$ cat src/rtl/fsw_pkg.sv
// Shared constants and types for the flash row writer.
// Assumes both ends are built from this package alone.
package fsw_pkg;
    // ------------------------------------------------------------
    // Device register indices on the slot port
    // ------------------------------------------------------------
    localparam logic [2:0] REG_UNLOCK_KEY = 3'h0;
    localparam logic [2:0] REG_CONTROL = 3'h1;
    localparam logic [2:0] REG_ADDR_LOW = 3'h2;
    localparam logic [2:0] REG_ADDR_HIGH = 3'h3;
    localparam logic [2:0] REG_DATA_LOW = 3'h4;
    localparam logic [2:0] REG_DATA_HIGH = 3'h5;
    // ------------------------------------------------------------
    // Control register fields
    // ------------------------------------------------------------
    localparam int CTL_TOP_BIT = 7;
    localparam int CTL_CFG_BIT = 6;
    localparam int CTL_LATCH_ONLY_BIT = 5;
    localparam int CTL_FAIL_BIT = 3;
    localparam int CTL_ENABLE_BIT = 2;
    localparam int CTL_GO_BIT = 1;
    localparam logic [7:0] CTL_RESET = 8'h80;
    localparam logic [7:0] ADDR_HIGH_RESET = 8'h80;
    localparam logic [7:0] BYTE_RESET = 8'h00;
    // ------------------------------------------------------------
    // Unlock pattern and row geometry
    // ------------------------------------------------------------
    localparam logic [7:0] KEY_FIRST = 8'h55;
    localparam logic [7:0] KEY_SECOND = 8'hAA;
    localparam int ROW_WORDS = 32;
    localparam int LATCH_IDX_W = 5;
    localparam int WORD_W = 14;
    localparam int ROW_ADDR_W = 10;
    localparam int FORCED_NOPS = 2;
    // ------------------------------------------------------------
    // Controller APB map
    // ------------------------------------------------------------
    localparam logic [7:0] APB_CMD = 8'h00;
    localparam logic [7:0] APB_STATUS = 8'h04;
    localparam logic [7:0] APB_RDATA = 8'h08;
    localparam int CMD_WE_BIT = 16;
    localparam int CMD_ADDR_LSB = 8;
    localparam int STS_PENDING_BIT = 0;
    localparam int STS_STALL_BIT = 1;
    localparam int STS_NOP_BIT = 2;
    localparam logic [31:0] WORD_RESET = 32'h0000_0000;

    typedef enum logic [2:0] {
        UNL_IDLE = 3'b001,
        UNL_HALF = 3'b010,
        UNL_ARMED = 3'b100
    } fsw_unlock_t;

    typedef enum logic [4:0] {
        SEQ_IDLE = 5'b00001,
        SEQ_NOP1 = 5'b00010,
        SEQ_NOP2 = 5'b00100,
        SEQ_START = 5'b01000,
        SEQ_WAIT = 5'b10000
    } fsw_seq_t;
endpackage

$ cat src/rtl/fsw_if.sv
// Slot port between the processor core and the flash writer.
// Assumes one clock shared by both ends.
`timescale 1ns/100ps
interface fsw_if;
    logic op_valid;
    logic op_ready;
    logic op_we;
    logic [2:0] op_addr;
    logic [7:0] op_wdata;
    logic [7:0] op_rdata;
    logic rd_valid;
    logic nop_slot;
    logic stall;

    modport dev (
        input op_valid, op_we, op_addr, op_wdata,
        output op_ready, op_rdata, rd_valid, nop_slot, stall
    );
    modport core (
        output op_valid, op_we, op_addr, op_wdata,
        input op_ready, op_rdata, rd_valid, nop_slot, stall
    );
endinterface

$ cat src/rtl/fsw_unlock.sv
// Unlock pattern tracker of the flash writer.
// Assumes op_take marks each slot accepted by the device.
`timescale 1ns/100ps
module fsw_unlock
    import fsw_pkg::*;
(
    input wire logic clk,
    input wire logic rst,
    input wire logic op_take,
    input wire logic key_wr,
    input wire logic [7:0] wdata,
    output logic armed
);
    fsw_unlock_t state_q;

    // Any slot other than the next pattern step drops the arming
    always_ff @(posedge clk) begin
        if (rst) begin
            state_q <= UNL_IDLE;
        end else if (op_take) begin
            if (key_wr && wdata == KEY_FIRST) begin
                state_q <= UNL_HALF;
            end else if (key_wr && wdata == KEY_SECOND && state_q == UNL_HALF) begin
                state_q <= UNL_ARMED;
            end else begin
                state_q <= UNL_IDLE;
            end
        end
    end

    assign armed = (state_q == UNL_ARMED);
endmodule // fsw_unlock

$ cat src/rtl/fsw_device.sv
// Flash row writer: registers, unlock, write latches and sequencer.
// Assumes the flash array pulses FLASH_DONE once per row program.
// Contract
// - 55h then AAh arms program-go
// - Unlock register write-only, value not stored
// - 32 latches, picked by address bits 4:0
// - Latch-only go loads addressed latch only
// - Latch load forces two no-op slots
// - Otherwise go programs whole row at once
// - Stall until done, then resume execution
// - Words split low byte, high six bits
// - Software masks interrupts around the sequence
// - Unused top bits read as one; data high register reads bits 7:6 as zero
// - Unlock writes and go back to back
// - Software sets enable, clears config select
//
// Added by the designer: the address map and the APB interface to the registers.
`timescale 1ns/100ps
module fsw_device
    import fsw_pkg::*;
#(
    parameter int ROW_LEN = ROW_WORDS
) (
    input wire logic SYS_CLK,
    input wire logic SYS_RST,
    fsw_if.dev BUS,
    output logic FLASH_START,
    output logic [ROW_ADDR_W-1:0] FLASH_ROW,
    output logic FLASH_CFG,
    input wire logic [LATCH_IDX_W-1:0] FLASH_LATCH_IDX,
    output logic [WORD_W-1:0] FLASH_LATCH_WORD,
    input wire logic FLASH_DONE,
    output logic BUSY
);
    // ------------------------------------------------------------
    // Register state
    // ------------------------------------------------------------
    logic cfg_sel_q;
    logic latch_only_q;
    logic fail_q;
    logic enable_q;
    logic go_q;
    logic [7:0] addr_low_q;
    logic [6:0] addr_high_q;
    logic [7:0] data_low_q;
    logic [5:0] data_high_q;
    logic [7:0] rdata_q;
    logic rd_valid_q;
    logic [WORD_W-1:0] latch_word_q;
    logic [WORD_W-1:0] latches [ROW_LEN];
    logic load_mode_q;
    logic [ROW_ADDR_W-1:0] row_q;
    fsw_seq_t seq_q;
    logic armed;
    logic op_take;
    logic ctl_wr;
    logic go_req;
    logic go_ok;

    function automatic logic is_wr(input logic [2:0] idx, input logic take, input logic we,
                                   input logic [2:0] a);
        return take && we && (a == idx);
    endfunction

    assign op_take = BUS.op_valid && BUS.op_ready;
    assign ctl_wr = is_wr(REG_CONTROL, op_take, BUS.op_we, BUS.op_addr);
    assign go_req = ctl_wr && BUS.op_wdata[CTL_GO_BIT];
    // Enable is the value already stored, so one write cannot set both
    assign go_ok = go_req && armed && enable_q && seq_q == SEQ_IDLE;

    // ------------------------------------------------------------
    // Unlock tracking
    // ------------------------------------------------------------
    fsw_unlock i_fsw_unlock (
        .clk(SYS_CLK),
        .rst(SYS_RST),
        .op_take(op_take),
        .key_wr(is_wr(REG_UNLOCK_KEY, op_take, BUS.op_we, BUS.op_addr)),
        .wdata(BUS.op_wdata),
        .armed(armed)
    );

    // ------------------------------------------------------------
    // Control register
    // ------------------------------------------------------------
    always_ff @(posedge SYS_CLK) begin
        if (SYS_RST) begin
            cfg_sel_q <= CTL_RESET[CTL_CFG_BIT];
            latch_only_q <= CTL_RESET[CTL_LATCH_ONLY_BIT];
            enable_q <= CTL_RESET[CTL_ENABLE_BIT];
        end else if (ctl_wr) begin
            cfg_sel_q <= BUS.op_wdata[CTL_CFG_BIT];
            latch_only_q <= BUS.op_wdata[CTL_LATCH_ONLY_BIT];
            enable_q <= BUS.op_wdata[CTL_ENABLE_BIT];
        end
    end

    // Refused go raises the fail flag; a refusal beats a clear
    always_ff @(posedge SYS_CLK) begin
        if (SYS_RST) begin
            fail_q <= CTL_RESET[CTL_FAIL_BIT];
        end else if (go_req && !go_ok) begin
            fail_q <= 1'b1;
        end else if (ctl_wr) begin
            fail_q <= BUS.op_wdata[CTL_FAIL_BIT];
        end
    end

    // Go can only be set by hardware acceptance, cleared at the end
    always_ff @(posedge SYS_CLK) begin
        if (SYS_RST) begin
            go_q <= CTL_RESET[CTL_GO_BIT];
        end else if (go_ok) begin
            go_q <= 1'b1;
        end else if ((seq_q == SEQ_NOP2 && load_mode_q) || (seq_q == SEQ_WAIT && FLASH_DONE)) begin
            go_q <= 1'b0;
        end
    end

    // ------------------------------------------------------------
    // Address and data registers
    // ------------------------------------------------------------
    always_ff @(posedge SYS_CLK) begin
        if (SYS_RST) begin
            addr_low_q <= BYTE_RESET;
            addr_high_q <= ADDR_HIGH_RESET[6:0];
            data_low_q <= BYTE_RESET;
            data_high_q <= BYTE_RESET[5:0];
        end else begin
            if (is_wr(REG_ADDR_LOW, op_take, BUS.op_we, BUS.op_addr)) begin
                addr_low_q <= BUS.op_wdata;
            end
            if (is_wr(REG_ADDR_HIGH, op_take, BUS.op_we, BUS.op_addr)) begin
                addr_high_q <= BUS.op_wdata[6:0];
            end
            if (is_wr(REG_DATA_LOW, op_take, BUS.op_we, BUS.op_addr)) begin
                data_low_q <= BUS.op_wdata;
            end
            if (is_wr(REG_DATA_HIGH, op_take, BUS.op_we, BUS.op_addr)) begin
                data_high_q <= BUS.op_wdata[5:0];
            end
        end
    end

    // ------------------------------------------------------------
    // Register reads, answered one cycle after the slot
    // ------------------------------------------------------------
    always_ff @(posedge SYS_CLK) begin
        if (SYS_RST) begin
            rdata_q <= BYTE_RESET;
            rd_valid_q <= 1'b0;
        end else begin
            rd_valid_q <= op_take && !BUS.op_we;
            if (op_take && !BUS.op_we) begin
                unique case (BUS.op_addr)
                    REG_CONTROL: rdata_q <= {1'b1, cfg_sel_q, latch_only_q, 1'b0, fail_q,
                                             enable_q, go_q, 1'b0};
                    REG_ADDR_LOW: rdata_q <= addr_low_q;
                    REG_ADDR_HIGH: rdata_q <= {1'b1, addr_high_q};
                    REG_DATA_LOW: rdata_q <= data_low_q;
                    REG_DATA_HIGH: rdata_q <= {2'b00, data_high_q};
                    default: rdata_q <= BYTE_RESET;
                endcase
            end
        end
    end

    // ------------------------------------------------------------
    // Sequencer: two forced no-op slots, then stall for a row write
    // ------------------------------------------------------------
    always_ff @(posedge SYS_CLK) begin
        if (SYS_RST) begin
            seq_q <= SEQ_IDLE;
            load_mode_q <= 1'b0;
            row_q <= '0;
        end else begin
            unique case (seq_q)
                SEQ_IDLE: begin
                    if (go_ok) begin
                        seq_q <= SEQ_NOP1;
                        // Mode as written with go, so it matches what control reads back
                        load_mode_q <= BUS.op_wdata[CTL_LATCH_ONLY_BIT];
                        row_q <= {addr_high_q, addr_low_q[7:LATCH_IDX_W]};
                    end
                end
                SEQ_NOP1: seq_q <= SEQ_NOP2;
                SEQ_NOP2: seq_q <= load_mode_q ? SEQ_IDLE : SEQ_START;
                SEQ_START: seq_q <= SEQ_WAIT;
                SEQ_WAIT: begin
                    if (FLASH_DONE) begin
                        seq_q <= SEQ_IDLE;
                    end
                end
            endcase
        end
    end

    // Latch written during the first forced slot; data is stable then
    always_ff @(posedge SYS_CLK) begin
        if (seq_q == SEQ_NOP1 && load_mode_q) begin
            latches[addr_low_q[LATCH_IDX_W-1:0]] <= {data_high_q, data_low_q};
        end
    end

    // Array reads the whole row through this port while programming
    always_ff @(posedge SYS_CLK) begin
        if (SYS_RST) begin
            latch_word_q <= '0;
        end else begin
            latch_word_q <= latches[FLASH_LATCH_IDX];
        end
    end

    // ------------------------------------------------------------
    // Outputs
    // ------------------------------------------------------------
    assign BUS.op_ready = (seq_q == SEQ_IDLE);
    assign BUS.nop_slot = (seq_q == SEQ_NOP1) || (seq_q == SEQ_NOP2);
    assign BUS.stall = (seq_q == SEQ_START) || (seq_q == SEQ_WAIT);
    assign BUS.op_rdata = rdata_q;
    assign BUS.rd_valid = rd_valid_q;
    assign FLASH_START = (seq_q == SEQ_START);
    assign FLASH_ROW = row_q;
    assign FLASH_CFG = cfg_sel_q;
    assign FLASH_LATCH_WORD = latch_word_q;
    assign BUSY = go_q;
endmodule // fsw_device

$ cat src/flat_wrapper.sv
// flat-port wrapper written by rule: the top's interface ports become plain ports
module fsw_device_flat import fsw_pkg::*;
#(
    parameter int ROW_LEN = ROW_WORDS
)
  (SYS_CLK, SYS_RST, FLASH_START, FLASH_ROW, FLASH_CFG, FLASH_LATCH_IDX, FLASH_LATCH_WORD, FLASH_DONE, BUSY, BUS_op_valid, BUS_op_we, BUS_op_addr, BUS_op_wdata, BUS_op_ready, BUS_op_rdata, BUS_rd_valid, BUS_nop_slot, BUS_stall);
  fsw_if BUS_i ();
  input wire logic SYS_CLK;
  input wire logic SYS_RST;
  output logic FLASH_START;
  output logic [ROW_ADDR_W-1:0] FLASH_ROW;
  output logic FLASH_CFG;
  input wire logic [LATCH_IDX_W-1:0] FLASH_LATCH_IDX;
  output logic [WORD_W-1:0] FLASH_LATCH_WORD;
  input wire logic FLASH_DONE;
  output logic BUSY;
  input wire logic [$bits(BUS_i.op_valid)-1:0] BUS_op_valid;
  input wire logic [$bits(BUS_i.op_we)-1:0] BUS_op_we;
  input wire logic [$bits(BUS_i.op_addr)-1:0] BUS_op_addr;
  input wire logic [$bits(BUS_i.op_wdata)-1:0] BUS_op_wdata;
  output wire logic [$bits(BUS_i.op_ready)-1:0] BUS_op_ready;
  output wire logic [$bits(BUS_i.op_rdata)-1:0] BUS_op_rdata;
  output wire logic [$bits(BUS_i.rd_valid)-1:0] BUS_rd_valid;
  output wire logic [$bits(BUS_i.nop_slot)-1:0] BUS_nop_slot;
  output wire logic [$bits(BUS_i.stall)-1:0] BUS_stall;
  assign BUS_i.op_valid = BUS_op_valid;
  assign BUS_i.op_we = BUS_op_we;
  assign BUS_i.op_addr = BUS_op_addr;
  assign BUS_i.op_wdata = BUS_op_wdata;
  assign BUS_op_ready = BUS_i.op_ready;
  assign BUS_op_rdata = BUS_i.op_rdata;
  assign BUS_rd_valid = BUS_i.rd_valid;
  assign BUS_nop_slot = BUS_i.nop_slot;
  assign BUS_stall = BUS_i.stall;
  fsw_device #(.ROW_LEN(ROW_LEN)) u_core (.SYS_CLK(SYS_CLK), .SYS_RST(SYS_RST), .BUS(BUS_i), .FLASH_START(FLASH_START), .FLASH_ROW(FLASH_ROW), .FLASH_CFG(FLASH_CFG), .FLASH_LATCH_IDX(FLASH_LATCH_IDX), .FLASH_LATCH_WORD(FLASH_LATCH_WORD), .FLASH_DONE(FLASH_DONE), .BUSY(BUSY));
endmodule
$ cat config.mk
export PLATFORM = sky130hd
export DESIGN_NAME = fsw_device_flat
export DESIGN_NICKNAME = d
export VERILOG_FILES = /design/src/rtl/fsw_pkg.sv /design/src/rtl/fsw_if.sv /design/src/rtl/fsw_unlock.sv /design/src/rtl/fsw_device.sv /design/src/flat_wrapper.sv
export SDC_FILE = /design/constraint.sdc
export NUM_CORES = 1
export LEC_CHECK = 0
export BUFFER_PORTS_ARGS = -buffer_cell sky130_fd_sc_hd__buf_4
export CAP_MARGIN = 0
export CORE_ASPECT_RATIO = 1.5
export CORE_MARGIN = 5
export CORE_UTILIZATION = 61
export CTS_CLUSTER_SIZE = 14
export DETAILED_ROUTE_END_ITERATION = 12
export GPL_TIMING_DRIVEN = 0
export PLACE_DENSITY = 0.87
export RECOVER_POWER = 50
export SYNTH_ARGS = -nofsm -noshare
export SYNTH_HDL_FRONTEND = slang
export SYNTH_HIERARCHICAL = 1
export SYNTH_SLANG_ARGS = --single-unit
$ cat constraint.sdc
create_clock -name SYS_CLK -period 4.2 [get_ports SYS_CLK]
set_input_delay 0.84 -clock SYS_CLK [delete_from_list [all_inputs] [get_ports SYS_CLK]]
set_output_delay 0.84 -clock SYS_CLK [all_outputs]
set_load 0.02 [all_outputs]
Word level (Yosys, flattened, before mapping). Memory sizes are Yosys's and may differ from the RTL's. A register that Yosys moved wholly into a read port is not among the register bits. Cells that the tools add are included.

Register bits: 62. Bits in latches: 0. RAM bits: 448. Memory bits (read-only): 0. Input port bits: 21. Output and inout port bits: 39. Logic and storage cells: 75. Memories: 1.

Add/subtract/negate cells: 0. Multipliers: 0. Divide/modulo/power cells: 0. Magnitude comparators: 0. Eq/ne operators: 16. Shift operators: 0. Mux-type cells: 13. Bitwise operators: 0. Reductions and logical operators: 30.

Memories: u_core.latches (depth 32, bits a word 14, rd ports 1, clocked after Yosys merged registers in 1, write ports 1, line fsw_device.sv:50) `logic [WORD_W-1:0] latches [ROW_LEN];`.

Operators with widths (count): 8-bit one-hot mux with 5 select lines (1); 5-bit one-hot mux with 5 select lines (1); 1-bit logical AND (20); 5-bit 2-to-1 mux (2); 3-bit by 2-bit equality test with 1-bit output (second input constant) (3); 3-bit equality test (second input constant) (3); 8-bit by 7-bit equality test with 1-bit output (second input constant) (1); 8-bit equality test (second input constant) (1); 1-bit 2-to-1 mux (6); 3-bit 2-to-1 mux (2); 5-bit by 1-bit equality test with 1-bit output (second input constant) (1); 5-bit by 2-bit equality test with 1-bit output (second input constant) (1); 5-bit by 3-bit equality test with 1-bit output (second input constant) (1); 5-bit by 4-bit equality test with 1-bit output (second input constant) (1); 5-bit equality test (second input constant) (1); 4-bit 2-to-1 mux (1); 2-bit inequality test (second input constant) (2); 2-bit AND reduction (2); 2-bit nonzero test (2); 3-bit by 1-bit equality test with 1-bit output (second input constant) (1); 3-bit zero test (1); 1-bit logical OR (3); 1-bit zero test (2).

Depth between registers and ports, before layout.
Word-level depth: 11. Gate-level depth with buffers: 8. Mapped depth without buffers: 6.

Hierarchy. The synthesis kept the hierarchy.

By module, submodules not included: fsw_device (times used 1, cells each 1058, area an instance 20121.8 um^2, seq. area each 14914.3 um^2); fsw_unlock (times used 1, cells each 18, area an instance 176.4 um^2, seq. area each 60.1 um^2).

Least setup slack after synthesis. OpenSTA, ideal clock, no wires.

Kind: input -> register. Start point: input port FLASH_LATCH_IDX[1]. End point: register u_core.latch_word_q[12], in the netlist u_core/FLASH_LATCH_WORD[12] (read register of u_core.latches). Library setup time: 0.132 ns. Arrival: 2.298 ns. Required time: 4.068 ns. Path slack: 1.769 ns. Stages on the path: 6. Path buffers: 3. Cells stage by stage: buf_2 > buf_6 > buf_2 > mux4_2 > a221oi_1 > a21oi_1.

RTL lines: start: declaration (line flat_wrapper.sv:13) `input wire logic [LATCH_IDX_W-1:0] FLASH_LATCH_IDX;`; end: declaration (line fsw_device.sv:49) `logic [WORD_W-1:0] latch_word_q;`.

Worst setup path in the final report.
Start point: register u_core.seq_q[4]. End point: memory u_core.latches[7][13], enable pin.

Cells in the longest elaborated chain, start to end: 4.

Ends and longest elaborated chain: start: declaration (line fsw_device.sv:53) `fsw_seq_t seq_q;`; start signal: assignment (line fsw_device.sv:187) `SEQ_NOP2: seq_q <= load_mode_q ? SEQ_IDLE : SEQ_START;`; 5-bit by 2-bit equality test with 1-bit output (line fsw_device.sv:200) `if (seq_q == SEQ_NOP1 && load_mode_q) begin`; 1-bit logical AND (line fsw_device.sv:200); 1-bit 2-to-1 mux (line fsw_device.sv:200); 1-bit 2-to-1 mux (not written as such) (line fsw_device.sv:201) `latches[addr_low_q[LATCH_IDX_W-1:0]] <= {data_high_q, data_low_q};`; end: declaration (line fsw_device.sv:50).

Every way passes these cells.

==> metrics <==
Static Leakage=8.22 nW; fin util=0.692; switching part of the total=0.201; Die H=233 um; CTS tree=done; sequential share of power=0.556; Avg WL per Cell=30.7 um; clock sink count=524; Synth cell types=49; max-capacitance violation count=4; Initial Utilization=0.620; Synth top cells by count=edfxtp_1, mux4_2, nor2_1, dfxtp_1, mux2i_1; switching pwr=2.03 mW; maximum number of pins on one net before global-route repair=35; die width=159 um; metal3 WL=4.57 mm; Total Wirelength=50.2 mm; Total Nets Final=1204; status=complete, but fails checks; count leader, synth=edfxtp_1; Setup Skew=0.0194 ns; Multi-input gate area=5050 sq um; Design Area, Final=22600 sq um; largest family of logic cells by synthesized area=multiplexers; XOR/XNOR share of the synthesized area=0.000863; Slew Limit Fails=140; Syn Inst Count=1076; Final Hold Viols=0; layout cell share with drive strength beyond 1=0.219; dpl hpwl=30.4 mm; final setup vio count=0; Reg area=15000 sq um; IO Port Bufs=54; Avg Cell Area, Syn=18.9 sq um; Mapped Area=20300 sq um; Async SR Flop Fraction=0; Synth Area in Compound Gates=0.0364; Reg2Reg Depth=6; cell taking the most area after synthesis=edfxtp_1; Synth Area in Adders=0; CTS Buffer Depth=3; drt via density=6.87; largest cells by area after synthesis=edfxtp_1, mux4_2, dfxtp_1; Critical Path RT=4.35 ns; Worst Hold Class=reg -> reg; # rows=81; crit-path max FO=14; Tot Pwr=10.1 mW; Global Route Usage Sum=0.271; number of global-route vias before repair=11400; Fill cells=1942; post-cts resize count=0; Comb pwr share=0.037; Main synth FF type=edfxtp_1; core area=32700 sq um; Worst EP arrival=3.46 ns; Setup Fix Bufs, Post-CTS=0; initial antenna violation count=0; clock share of power=0.407; I/O pins=60; post-layout min period=3.30 ns; setup TNS=0 ns; failing checks=max-capacitance violations, max-slew violations; crit path capture type=flop; initial drt markers=1343; Max IR drop VDD=0.272 mV; Post-synth EDFFs=448; Hold Crit Depth=2; Post-Synth Simple-Gate Area=0.0451; antenna fix cells=0; vias after detailed routing=11200; wire length on met2=26.2 mm; die area=37100 sq um; P&R area growth vs syn=11.6%; Yosys reg bits=524; DRC=0; clock root buffer=clkbuf_16; top sig layer=met4; Overflow after GRT=0; H-tree depth=2; internal power=8.09 mW; worst setup path class=reg -> reg; Syn. warnings=6; Worst-path clk slew=0.06 ns; pwr dens=447 nW/um^2; RSZ-0062 raised after global routing=no; Synth top area share=0.663; antenna-violating nets left=0; fmax=303 MHz; Post-Route M1 WL=16.2 mm; hold_buf cts=0; slew at the pin with the worst max-slew slack=1.52 ns; dpl cell area=21300 sq um; Clock Latency Late Sink=0.56 ns; sequential fraction of the synthesis area=0.738; max_slew headroom=-0.0146; first-pass iteration count of the detailed router=6; fin crit share=0.787; CTS Buf Count=46; first-pass GRT wire length=74.0 mm; syn nets=1097; routability cong.=0.901; multiplexer share of the synthesized area=0.164; CP Launch Type=flop
==> routing by layer <==
metal | track usage | up-vias
met5 | 0 | -
met4 | 0.141 | 0
met3 | 0.0484 | 191
met2 | 0.477 | 823
met1 | 0.319 | 5679
li1 | - | 4549
==> layout make-up <==
type,instances,share of cell area
flip-flops and latches,524,0.661
plain buffers,61,0.0134
clock inverters,8,0.00276
repair buffers,59,0.0139
multi-input cells,488,0.223
well taps,415,0.0229
inverters,3,0.000497
clock buffers,78,0.0625
==> placed cells by master (no fill, tap or decap), types with 3 or more instances in the layout <==
cell       count
edfxtp_1     448
mux4_2       112
clkbuf_1      82
dfxtp_1       76
mux2i_1       70
nor2_1        66
clkbuf_16     49
nand2_1       36
a21oi_1       33
buf_4         29
nor2_2        22
o21ai_0       20
buf_2         18
a22oi_1       17
a221o_1       14
nor2b_1       13
a221oi_1      10
mux2_2        10
clkbuf_8       8
buf_1          7
nor3_1         6
nand2b_1       6
nand3_1        5
buf_6          5
a31oi_1        5
o22ai_1        5
clkinv_2       3
clkinv_1       3
inv_1          3
nand4_1        3
nand3b_1       3
==> cell families (layout without fill, tap and decap cells) <==
group	after synthesis	after routing
AND/OR/NAND/NOR	184	184
multiplexers	192	192
buffers and inverters	64	209
flip-flops	524	524
XOR/XNOR	2	2
AO/OA/AOI/OAI	110	110
==> metrics by stage <==
stage | cells | setup WS, ns | hold WS (ns)
floorplan | 1076 | 1.77 | 0.453
global placement | 1545 | 0.974 | 0.460
detailed placement | 1547 | 1.02 | 0.466
CTS | 1633 | 0.960 | 0.490
global route | 1636 | 0.833 | 0.500
finish | 1636 | 0.896 | 0.492
==> registers in the layout, summed over array words and instances, names as in the netlist, 3 cells and up <==
signal / cells
u_core/BUS.op_rdata: 8
u_core/data_low_q: 8
u_core/FLASH_ROW: 10
u_core/i_fsw_unlock/state_q: 3
u_core/seq_q: 5
u_core/addr_high_q: 7
u_core/data_high_q: 6
u_core/FLASH_LATCH_WORD: 14
u_core/latches: 448
u_core/addr_low_q: 8
==> worst max-delay path, stage by stage, from the launching register on <==
cell and delay [ns]:
dfxtp_1 0.30, buf_2 0.16, nor3_1 0.33, nand3_1 0.24, nor2_1 0.45, nand2_1 0.27, nor2_1 1.15
==> power groups by stage <==
stage / Sequential, mW / Clock (mW) / Combinational [mW]
2_1_floorplan: 5.73 / 0 / 0.232
5_1_grt: 5.62 / 4.40 / 0.394
4_1_cts: 5.62 / 4.16 / 0.379
3_3_place_gp: 5.73 / 0 / 0.363
6_report: 5.62 / 4.12 / 0.375
3_5_place_dp: 5.74 / 0 / 0.373
==> worst paths after layout <==
check                                      start                                  end  slack (ns)
max                 u_core/seq_q[4]$_SDFFE_PP0P_      u_core/latches[7][13]$_DFFE_PP_        0.90
min reg2reg  u_core/BUS.op_rdata[6]$_SDFFE_PP0P_  u_core/BUS.op_rdata[6]$_SDFFE_PP0P_        0.49
max reg2reg         u_core/seq_q[4]$_SDFFE_PP0P_      u_core/latches[7][13]$_DFFE_PP_        0.90
min          u_core/BUS.op_rdata[6]$_SDFFE_PP0P_  u_core/BUS.op_rdata[6]$_SDFFE_PP0P_        0.49
Power figures use the tool's default switching activity.
